`src/inc/dmsd_pkg.sv`:
```
/*
  Package for the drive mode / step-direction block: object indices,
  reset values, mode codes, status and control bit positions, timing
  counts and the carrier types.
  Assumes a 50 MHz core clock and an object-access port from the
  fieldbus stack on the same clock.
*/
package dmsd_pkg;

  // ----------------------------------------------------------------
  // object dictionary indices
  // ----------------------------------------------------------------
  localparam logic [15:0] OD_STEP_NUM     = 16'h2057;
  localparam logic [15:0] OD_STEP_DEN     = 16'h2058;
  localparam logic [15:0] OD_STEP_SUBTYPE = 16'h205B;
  localparam logic [15:0] OD_CTRL_WORD    = 16'h6040;
  localparam logic [15:0] OD_STATUS_WORD  = 16'h6041;
  localparam logic [15:0] OD_MODE_SELECT  = 16'h6060;

  // ----------------------------------------------------------------
  // reset values
  // ----------------------------------------------------------------
  localparam logic [31:0] STEP_NUM_RST = 32'h0000_0080;
  localparam logic [31:0] STEP_DEN_RST = 32'h0000_0001;
  localparam logic [31:0] SUBTYPE_RST  = 32'h0000_0000;
  localparam logic [15:0] CTRL_RST     = 16'h0000;
  localparam logic [7:0]  MODE_RST     = 8'h00;

  // ----------------------------------------------------------------
  // mode codes, subtypes, bit positions
  // ----------------------------------------------------------------
  localparam logic [7:0]  MODE_CSV     = 8'h09;
  localparam logic [7:0]  MODE_CST     = 8'h0A;
  localparam logic [7:0]  MODE_STEPDIR = 8'hFF;
  localparam logic [7:0]  MODE_SETUP   = 8'hFE;
  localparam logic [31:0] SUB_PULSE_PLUS_LEVEL = 32'h0000_0000;
  localparam logic [31:0] SUB_TWO_INPUT_ROT    = 32'h0000_0001;
  localparam logic [7:0]  TIME_INDEX_MS        = 8'hFD;
  localparam int SW_SYNC_BIT   = 8;
  localparam int SW_INDEX_BIT  = 10;
  localparam int SW_TARGET_BIT = 12;
  localparam int SW_FERR_BIT   = 13;
  localparam int CW_START_BIT  = 4;
  localparam int PIN_CLK  = 0;
  localparam int PIN_DIR  = 1;
  localparam int PIN_LIMN = 2;
  localparam int PIN_LIMP = 3;
  localparam int PIN_IDX  = 4;
  localparam int FULL_STEP_UNITS     = 512;
  localparam int STEPS_PER_POLE_PAIR = 4;

  // ----------------------------------------------------------------
  // timing
  // ----------------------------------------------------------------
  localparam int CLK_PERIOD_NS = 20;
  localparam int MS_BASE_NS    = 1000000;
  localparam int MS_CYCLES     = MS_BASE_NS / CLK_PERIOD_NS;
  localparam int DIV_STEPS     = 32;

  // ----------------------------------------------------------------
  // carrier types
  // ----------------------------------------------------------------
  typedef struct packed {
    logic        wr;
    logic        rd;
    logic [15:0] index;
    logic [31:0] wdata;
  } dmsd_od_req_t;

  typedef struct packed {
    logic        ack;
    logic [31:0] rdata;
  } dmsd_od_rsp_t;

  typedef enum logic [1:0] {
    SU_IDLE = 2'b00,
    SU_RUN  = 2'b01,
    SU_DONE = 2'b10
  } dmsd_setup_t;

  typedef struct packed {
    logic [4:0]   s1;
    logic [4:0]   s2;
    logic [4:0]   s3;
    logic [31:0]  num;
    logic [31:0]  den;
    logic [31:0]  sub;
    logic [15:0]  ctrl;
    logic         cw4_prev;
    logic [7:0]   mode;
    logic [15:0]  ms_cnt;
    logic         ms_tick;
    logic [15:0]  cyc_cnt;
    logic         synced;
    logic         sp_act;
    logic [31:0]  setpoint;
    logic [15:0]  ferr_cnt;
    logic         ferr;
    logic         div_busy;
    logic [5:0]   div_cnt;
    logic [31:0]  div_rem;
    logic [31:0]  div_quo;
    logic [31:0]  step_w;
    logic [31:0]  pos;
    dmsd_setup_t  phase;
    logic         setup_start;
    logic         indexed;
    logic         aligned;
    logic         limit_hit;
    logic [31:0]  upr;
    logic [15:0]  status;
    dmsd_od_rsp_t od;
  } dmsd_state_t;

endpackage

```
`src/hw/dmsd_core.sv`:
```
/*
  Mode handling for the drive: cyclic synchronous velocity and torque,
  step/direction pulse input with scaling and two subtypes, and the
  auto-setup start and flags.
  Assumes pins i_pins are asynchronous; every other input comes from
  logic on i_clk. Object accesses are single-cycle strobes.
*/
`timescale 1ns/1ps

module dmsd_core
  import dmsd_pkg::*;
#(
  parameter int P_MS_CYCLES = dmsd_pkg::MS_CYCLES
)(
  input  wire logic                  i_clk,
  input  wire logic                  i_rst_n,
  input  wire dmsd_pkg::dmsd_od_req_t i_od,
  output dmsd_pkg::dmsd_od_rsp_t     o_od,
  input  wire logic [4:0]            i_pins,
  input  wire logic                  i_closed_loop,
  input  wire logic                  i_setpoint_wr,
  input  wire logic [31:0]           i_setpoint,
  input  wire logic [15:0]           i_cycle_period,
  input  wire logic [7:0]            i_cycle_index,
  input  wire logic                  i_ferr_outside,
  input  wire logic [15:0]           i_ferr_timeout_ms,
  input  wire logic                  i_setup_done,
  input  wire logic [7:0]            i_pole_pairs,
  output logic [15:0]                o_status_word,
  output logic [31:0]                o_demand_pos,
  output logic [31:0]                o_step_width,
  output logic [31:0]                o_setpoint,
  output logic                       o_setpoint_active,
  output logic                       o_setup_start,
  output logic                       o_limit_hit,
  output logic [31:0]                o_units_per_rev
);
  import dmsd_pkg::*;

  // ----------------------------------------------------------------
  // state and decoded conditions
  // ----------------------------------------------------------------
  dmsd_state_t st_ff;
  dmsd_state_t nxt_st;
  logic        is_cyclic;
  logic        is_stepdir;
  logic        clk_rise;
  logic        dir_rise;
  logic        idx_rise;
  logic        step_fwd;
  logic        step_rev;
  logic        blk_fwd;
  logic        blk_rev;

  // edges seen on the synchronised pins
  assign is_cyclic  = (st_ff.mode == MODE_CSV) || (st_ff.mode == MODE_CST);
  assign is_stepdir = (st_ff.mode == MODE_STEPDIR);
  assign clk_rise   = st_ff.s2[PIN_CLK] & ~st_ff.s3[PIN_CLK];
  assign dir_rise   = st_ff.s2[PIN_DIR] & ~st_ff.s3[PIN_DIR];
  assign idx_rise   = st_ff.s2[PIN_IDX] & ~st_ff.s3[PIN_IDX];

  // pulse decode per subtype
  always_comb
  begin
    step_fwd = 1'b0;
    step_rev = 1'b0;
    if (is_stepdir && st_ff.sub == SUB_PULSE_PLUS_LEVEL)
    begin
      step_fwd = clk_rise & st_ff.s2[PIN_DIR];
      step_rev = clk_rise & ~st_ff.s2[PIN_DIR];
    end
    else if (is_stepdir && st_ff.sub == SUB_TWO_INPUT_ROT)
    begin
      step_fwd = clk_rise;
      step_rev = dir_rise;
    end
  end

  // limit switches block travel toward them
  assign blk_fwd = st_ff.s2[PIN_LIMP];
  assign blk_rev = st_ff.s2[PIN_LIMN];

  // ----------------------------------------------------------------
  // next state
  // ----------------------------------------------------------------
  always_comb
  begin
    logic [32:0] sh;
    logic        qbit;
    logic [15:0] sw;
    logic        sp_blk;
    sh     = 33'h0_0000_0000;
    qbit   = 1'b0;
    sw     = 16'h0000;
    sp_blk = 1'b0;
    nxt_st = st_ff;
    nxt_st.od.ack      = 1'b0;
    nxt_st.setup_start = 1'b0;
    nxt_st.ms_tick     = 1'b0;

    // two-flop pin synchroniser plus edge stage
    nxt_st.s1 = i_pins;
    nxt_st.s2 = st_ff.s1;
    nxt_st.s3 = st_ff.s2;

    // 1 ms time base
    if (st_ff.ms_cnt >= 16'(P_MS_CYCLES - 1))
    begin
      nxt_st.ms_cnt  = 16'h0000;
      nxt_st.ms_tick = 1'b1;
    end
    else
    begin
      nxt_st.ms_cnt = st_ff.ms_cnt + 16'h0001;
    end

    // step width divider, one quotient bit per cycle
    if (st_ff.div_busy)
    begin
      sh = {st_ff.div_rem, st_ff.div_quo[31]};
      if (sh >= {1'b0, st_ff.den})
      begin
        sh   = sh - {1'b0, st_ff.den};
        qbit = 1'b1;
      end
      nxt_st.div_rem = sh[31:0];
      nxt_st.div_quo = {st_ff.div_quo[30:0], qbit};
      nxt_st.div_cnt = st_ff.div_cnt + 6'h01;
      if (st_ff.div_cnt == 6'(DIV_STEPS - 1))
      begin
        nxt_st.div_busy = 1'b0;
        nxt_st.step_w   = {st_ff.div_quo[30:0], qbit};
      end
    end

    // object writes; a scaling write restarts the divider
    if (i_od.wr)
    begin
      case (i_od.index)
        OD_STEP_NUM:     nxt_st.num  = i_od.wdata;
        OD_STEP_DEN:     nxt_st.den  = i_od.wdata;
        OD_STEP_SUBTYPE: nxt_st.sub  = i_od.wdata;
        OD_CTRL_WORD:    nxt_st.ctrl = i_od.wdata[15:0];
        OD_MODE_SELECT:  nxt_st.mode = i_od.wdata[7:0];
        default:         nxt_st.ctrl = st_ff.ctrl;
      endcase
      if (i_od.index == OD_STEP_NUM || i_od.index == OD_STEP_DEN)
      begin
        nxt_st.div_busy = 1'b1;
        nxt_st.div_cnt  = 6'h00;
        nxt_st.div_rem  = 32'h0000_0000;
        nxt_st.div_quo  = (i_od.index == OD_STEP_NUM) ? i_od.wdata : st_ff.num;
        if ((i_od.index == OD_STEP_DEN) && (i_od.wdata == 32'h0000_0000))
        begin
          nxt_st.div_busy = 1'b0; // zero divisor gives no motion
          nxt_st.step_w   = 32'h0000_0000;
        end
      end
    end

    // object reads; unknown index reads zero
    nxt_st.od.ack = i_od.wr | i_od.rd;
    if (i_od.rd)
    begin
      case (i_od.index)
        OD_STEP_NUM:     nxt_st.od.rdata = st_ff.num;
        OD_STEP_DEN:     nxt_st.od.rdata = st_ff.den;
        OD_STEP_SUBTYPE: nxt_st.od.rdata = st_ff.sub;
        OD_CTRL_WORD:    nxt_st.od.rdata = {16'h0000, st_ff.ctrl};
        OD_STATUS_WORD:  nxt_st.od.rdata = {16'h0000, st_ff.status};
        OD_MODE_SELECT:  nxt_st.od.rdata = {24'h00_0000, st_ff.mode};
        default:         nxt_st.od.rdata = 32'h0000_0000;
      endcase
    end

    // step accumulation into demand position
    if (step_fwd && !blk_fwd && !(step_rev && !blk_rev))
    begin
      nxt_st.pos = st_ff.pos + st_ff.step_w;
    end
    else if (step_rev && !blk_rev && !(step_fwd && !blk_fwd))
    begin
      nxt_st.pos = st_ff.pos - st_ff.step_w;
    end
    nxt_st.limit_hit = blk_fwd | blk_rev;

    // cyclic setpoint capture and sync tracking
    if (i_setpoint_wr)
    begin
      nxt_st.setpoint = i_setpoint;
      nxt_st.cyc_cnt  = 16'h0000;
      nxt_st.synced   = is_cyclic && (i_cycle_index == TIME_INDEX_MS)
                        && (i_cycle_period != 16'h0000) && (st_ff.cyc_cnt <= i_cycle_period);
    end
    else if (st_ff.ms_tick)
    begin
      if (st_ff.cyc_cnt != 16'hFFFF)
      begin
        nxt_st.cyc_cnt = st_ff.cyc_cnt + 16'h0001;
      end
      if (st_ff.cyc_cnt >= i_cycle_period)
      begin
        nxt_st.synced = 1'b0;
      end
    end
    if (!is_cyclic || i_cycle_index != TIME_INDEX_MS)
    begin
      nxt_st.synced = 1'b0;
    end

    // setpoint used only when synced, mode valid and not into a limit
    sp_blk = (blk_fwd & ~st_ff.setpoint[31]) | (blk_rev & st_ff.setpoint[31]);
    nxt_st.sp_act = st_ff.synced && !sp_blk
                    && ((st_ff.mode == MODE_CSV) || ((st_ff.mode == MODE_CST) && i_closed_loop));

    // following error timer in closed-loop step mode
    if (is_stepdir && i_closed_loop && i_ferr_outside)
    begin
      if (st_ff.ms_tick && st_ff.ferr_cnt != 16'hFFFF)
      begin
        nxt_st.ferr_cnt = st_ff.ferr_cnt + 16'h0001;
      end
      if (st_ff.ferr_cnt > i_ferr_timeout_ms)
      begin
        nxt_st.ferr = 1'b1;
      end
    end
    else
    begin
      nxt_st.ferr_cnt = 16'h0000;
      nxt_st.ferr     = 1'b0;
    end

    // control bit 4 is only decoded in auto-setup
    nxt_st.cw4_prev = st_ff.ctrl[CW_START_BIT];
    case (st_ff.phase)
      SU_IDLE, SU_DONE:
      begin
        if ((st_ff.mode == MODE_SETUP) && st_ff.ctrl[CW_START_BIT] && !st_ff.cw4_prev
            && !blk_fwd && !blk_rev)
        begin
          nxt_st.phase       = SU_RUN;
          nxt_st.setup_start = 1'b1;
          nxt_st.indexed     = 1'b0;
          nxt_st.aligned     = 1'b0;
        end
      end
      SU_RUN:
      begin
        if (idx_rise)
        begin
          nxt_st.indexed = 1'b1;
        end
        if (i_setup_done)
        begin
          nxt_st.phase   = SU_DONE;
          nxt_st.aligned = 1'b1;
        end
        else if (st_ff.mode != MODE_SETUP)
        begin
          nxt_st.phase = SU_IDLE;
        end
      end
      default: nxt_st.phase = SU_IDLE;
    endcase

    // revolution length in position units
    nxt_st.upr = 32'(i_pole_pairs) * 32'(STEPS_PER_POLE_PAIR * FULL_STEP_UNITS);

    // status word assembly per mode
    if (is_cyclic)
    begin
      sw[SW_SYNC_BIT]   = st_ff.synced;
      sw[SW_TARGET_BIT] = st_ff.sp_act;
    end
    else if (is_stepdir)
    begin
      sw[SW_FERR_BIT] = st_ff.ferr;
    end
    else if (st_ff.mode == MODE_SETUP)
    begin
      sw[SW_INDEX_BIT]  = st_ff.indexed;
      sw[SW_TARGET_BIT] = st_ff.aligned;
    end
    nxt_st.status = sw;
  end

  // single state register
  always_ff @(posedge i_clk or negedge i_rst_n)
  begin
    if (!i_rst_n)
    begin
      st_ff      <= '0;
      st_ff.num  <= STEP_NUM_RST;
      st_ff.den  <= STEP_DEN_RST;
      st_ff.sub  <= SUBTYPE_RST;
      st_ff.ctrl <= CTRL_RST;
      st_ff.mode <= MODE_RST;
      st_ff.step_w <= STEP_NUM_RST;
      st_ff.phase  <= SU_IDLE;
    end
    else
    begin
      st_ff <= nxt_st;
    end
  end

  // outputs straight from the state register
  assign o_od              = st_ff.od;
  assign o_status_word     = st_ff.status;
  assign o_demand_pos      = st_ff.pos;
  assign o_step_width      = st_ff.step_w;
  assign o_setpoint        = st_ff.setpoint;
  assign o_setpoint_active = st_ff.sp_act;
  assign o_setup_start     = st_ff.setup_start;
  assign o_limit_hit       = st_ff.limit_hit;
  assign o_units_per_rev   = st_ff.upr;
endmodule

```
`config.mk`:
```
export PLATFORM = sky130hd
export DESIGN_NAME = dmsd_core
export DESIGN_NICKNAME = d
export VERILOG_FILES = /design/src/inc/dmsd_pkg.sv /design/src/hw/dmsd_core.sv
export SDC_FILE = /design/constraint.sdc
export NUM_CORES = 1
export LEC_CHECK = 0
export BUFFER_PORTS_ARGS = -buffer_cell sky130_fd_sc_hd__buf_4
export CORE_MARGIN = 2
export CORE_UTILIZATION = 53
export CTS_CLUSTER_DIAMETER = 100
export DETAILED_ROUTE_END_ITERATION = 8
export HOLD_SLACK_MARGIN = 0.02
export PLACE_DENSITY = 0.77
export RECOVER_POWER = 100
export SLEW_MARGIN = 15
export SYNTH_ARGS = -nofsm -noshare
export SYNTH_HDL_FRONTEND = slang
export SYNTH_SLANG_ARGS = --single-unit
```
`constraint.sdc`:
```
create_clock -name i_clk -period 4.5 [get_ports i_clk]
set_clock_uncertainty 0.2 [all_clocks]
set_input_delay 0.45 -clock i_clk [delete_from_list [all_inputs] [get_ports i_clk]]
set_output_delay 0.45 -clock i_clk [all_outputs]
set_load 0.02 [all_outputs]
```
==> impl_metrics.py <==
metrics = {
    "run_status": {
        "status": "finished, violations left",
        "violations": "max-capacitance violations, max-slew violations, negative setup slack",
    },
    "global_route": {
        "use_met1": 0.357,
        "grtUsageMet3": 0.0544,
        "gr-total-overflow": 0,
        "grt_max_degree": 121,
        "track_usage": 0.279,
        "grt_pass1_vias": 19000,
        "grt_pass1_wl_microns": 103000,
        "globalRouteMet2Util": 0.457,
        "antenna_found_initial": 1,
        "busiest_layer": "met2",
    },
    "cells_and_area": {
        "final_cells": 3307,
        "drive_above_1_share": 0.272,
        "seqCellArea_sq_um": 10100,
        "final_cell_mix": "buf_4 (414), dfrtp_1 (400), nor2_1 (160)",
        "nets": 2929,
        "design_area_sq_um": 28700,
        "area_growth_pct": 21.9,
        "layout_commonest_cell": "buf_4",
        "fill_cells": 3385,
        "multiInputGateArea_sq_um": 11700,
    },
    "clock_network": {
        "insertion_delay_ns": 0.59,
        "cts_buffers": 44,
        "cts_root_buffer": "clkbuf_16",
        "cts_max_path_buffers": 3,
        "cts_max_level": 2,
        "tritoncts": "done",
        "clkTransAtPathRegs_ns": 0.06,
        "clock-sinks": 404,
    },
    "drt": {
        "firstDrtPassIters": 7,
        "drc": 0,
        "routedWlPerCell_microns": 19.7,
        "postRouteAntennaNets": 0,
        "drt-initial-drc-count": 1743,
        "vias_per_cell": 5.74,
        "wl_microns": 65300,
        "vias": 19000,
    },
    "power": {
        "p_int_uw": 8270,
        "ir_worst_vdd_uv": 339,
        "power.density_nw_per_um2": 448,
        "combPwrFrac": 0.347,
        "finalPower_uw": 12900,
        "switchingPower_uw": 4610,
        "p_sw_frac": 0.358,
        "p_leak_uw": 0.0135,
        "seqPwrFrac": 0.366,
        "pwr-share-clk": 0.287,
    },
    "floorplanning": {
        "coreArea_sq_um": 44000,
        "start_util": 0.536,
        "ios": 321,
        "fp-row-count": 77,
        "die_area_sq_um": 46200,
        "die_width_microns": 215,
        "die_h_microns": 215,
    },
    "logic_synthesis": {
        "synth_cells": 2351,
        "yosysWarnings": 0,
        "syn_avg_cell_area_sq_um": 10.0,
        "ys_async_sr_fraction": 1.00,
        "synth_seq_cells": 404,
        "synth_edf_count": 0,
        "ys_seq_area_frac": 0.429,
        "syn-cell-area_sq_um": 23600,
        "synth_flop_cell": "dfrtp_1",
        "ys_types": 83,
    },
    "sta": {
        "period_needed_ns": 4.53,
        "setup_ws_ns": -0.0303,
        "max_slew_margin": -0.795,
        "setup_viol": 1,
        "finalCritPeriodShare": 1.01,
        "worst_pin_slew_ns": 2.69,
        "rsz0062_at_grt": "true",
        "hold_violations": 0,
        "fmax_mhz": 221,
        "slew_violations": 154,
    },
    "place": {
        "dpl-instance-area_sq_um": 26100,
        "portBuffers": 284,
        "dp_hpwl_microns": 47200,
        "gp_congestion": 0.984,
        "dp_slack_ns": -0.403,
        "place_inst": 3134,
    },
    "worst_hold_path": {
        "worstHoldPathType": "reg -> reg",
    },
    "setup_path": {
        "cp-end-kind": "register",
        "crit_arrival_ns": 4.80,
        "worstSetupPathType": "reg -> reg",
        "cp.required_ns": 4.77,
        "ff2ff_setup_slack_ns": -0.03,
        "cp_max_fo": 5,
        "start_kind": "register",
    },
    "run": {
        "cap_violations": 2,
    },
}
repair_timing:
item                                   in CTS  in global routing
resized for setup                           9                 55
pin swaps                                   8                 37
endpoints found under the hold margin     274                  0
setup buffers                               4                  6
hold buffers                               84                  0
setup endpoints to repair                  14                 16
kinds of logic (layout without fill, tap and decap cells):
family / count (synthesis) / after routing / share of synthesized area
other cells: 1 / 37 / 0.000159
compound gates: 490 / 490 / 0.139
fa+ha+maj: 106 / 106 / 0.0569
buf+inv: 415 / 743 / 0.0956
xor+xnor: 125 / 125 / 0.0464
simple gates: 563 / 563 / 0.120
mux: 247 / 247 / 0.113
flops: 404 / 404 / 0.429
layout make-up:
class | instances | area share
clock inverters | 16 | 0.00762
flip-flops and latches | 404 | 0.352
inverters | 140 | 0.0183
diodes | 1 | 0.0000871
clock buffers | 62 | 0.0438
well taps | 592 | 0.0258
repair buffers | 525 | 0.147
multi-input cells | 1567 | 0.405
stage by stage:
| stage | TNS (ns) | utilization | hold slack, ns |
|---|---|---|---|
| floorplan | 0 | - | -0.0456 |
| global placement | -1.10 | 0.592 | 0.134 |
| detailed placement | -2.24 | 0.592 | 0.136 |
| CTS | -0.0107 | 0.646 | 0.137 |
| global route | -1.98 | 0.653 | 0.164 |
| finish | -0.0303 | 0.653 | 0.156 |
critical path: stages, from the launching register on:
cell and delay, ns:
dfrtp_1 0.38, nor4_1 0.29, nand4_1 0.22, nor3_2 0.18, nor4b_4 0.22, buf_4 0.16
ha_4 0.20, buf_6 0.15, nor2_4 0.03, xor2_1 0.14, ha_1 0.35, buf_6 0.14
o211ai_1 0.27, o21bai_2 0.13, o311ai_4 0.26, a21oi_2 0.13, a31oi_4 0.26, buf_6 0.15
o22ai_2 0.06, a31oi_1 0.21, mux2i_1 0.20, nand2_1 0.06
sequential cells by signal (all words and copies together) (netlist names):
signal / cells
st_ff: 249
o_od: 33
o_demand_pos: 32
o_setpoint: 32
o_step_width: 32
nxt_st: 9
o_units_per_rev: 8
o_status_word: 4
blk_fwd: 1
blk_rev: 1
o_limit_hit: 1
o_setpoint_active: 1
o_setup_start: 1
power groups by stage:
stage	Combinational [uW]	Sequential, uW	Clock, uW
6_report	4470	4710	3700
5_1_grt	4920	4790	3900
4_1_cts	4390	4700	3750
3_5_place_dp	4280	4750	0
3_3_place_gp	4170	4730	0
2_1_floorplan	3360	4480	0
synth_stat cells (all sizes together) (66+ instances only):
cell / number / area share
a21oi: 125 / 0.027
nor2: 163 / 0.026
dfrtp: 401 / 0.43
nand2: 128 / 0.020
ha: 104 / 0.055
inv: 140 / 0.022
o21ai: 96 / 0.021
mux2: 155 / 0.074
clkbuf: 66 / 0.011
buf: 209 / 0.063
mux2i: 92 / 0.039
xor2: 70 / 0.026
path summary, 6_finish.rpt:
check,to,cells past startpoint,start
max,o_demand_pos[29],21,st_ff[344]
min,blk_rev,0,nxt_st[434]
max reg2reg,o_demand_pos[29],21,st_ff[344]
min reg2reg,blk_rev,0,nxt_st[434]
max in group asynchronous,st_ff[221],2,i_rst_n
min in group asynchronous,o_demand_pos[3],2,i_rst_n
per-layer routing:
metal | share of wire | wire [microns]
met5 | 0 | 0
met4 | 0.046 | 3010
met3 | 0.071 | 4610
met2 | 0.47 | 31000
met1 | 0.41 | 26700
(Power assumes the default switching activity.)
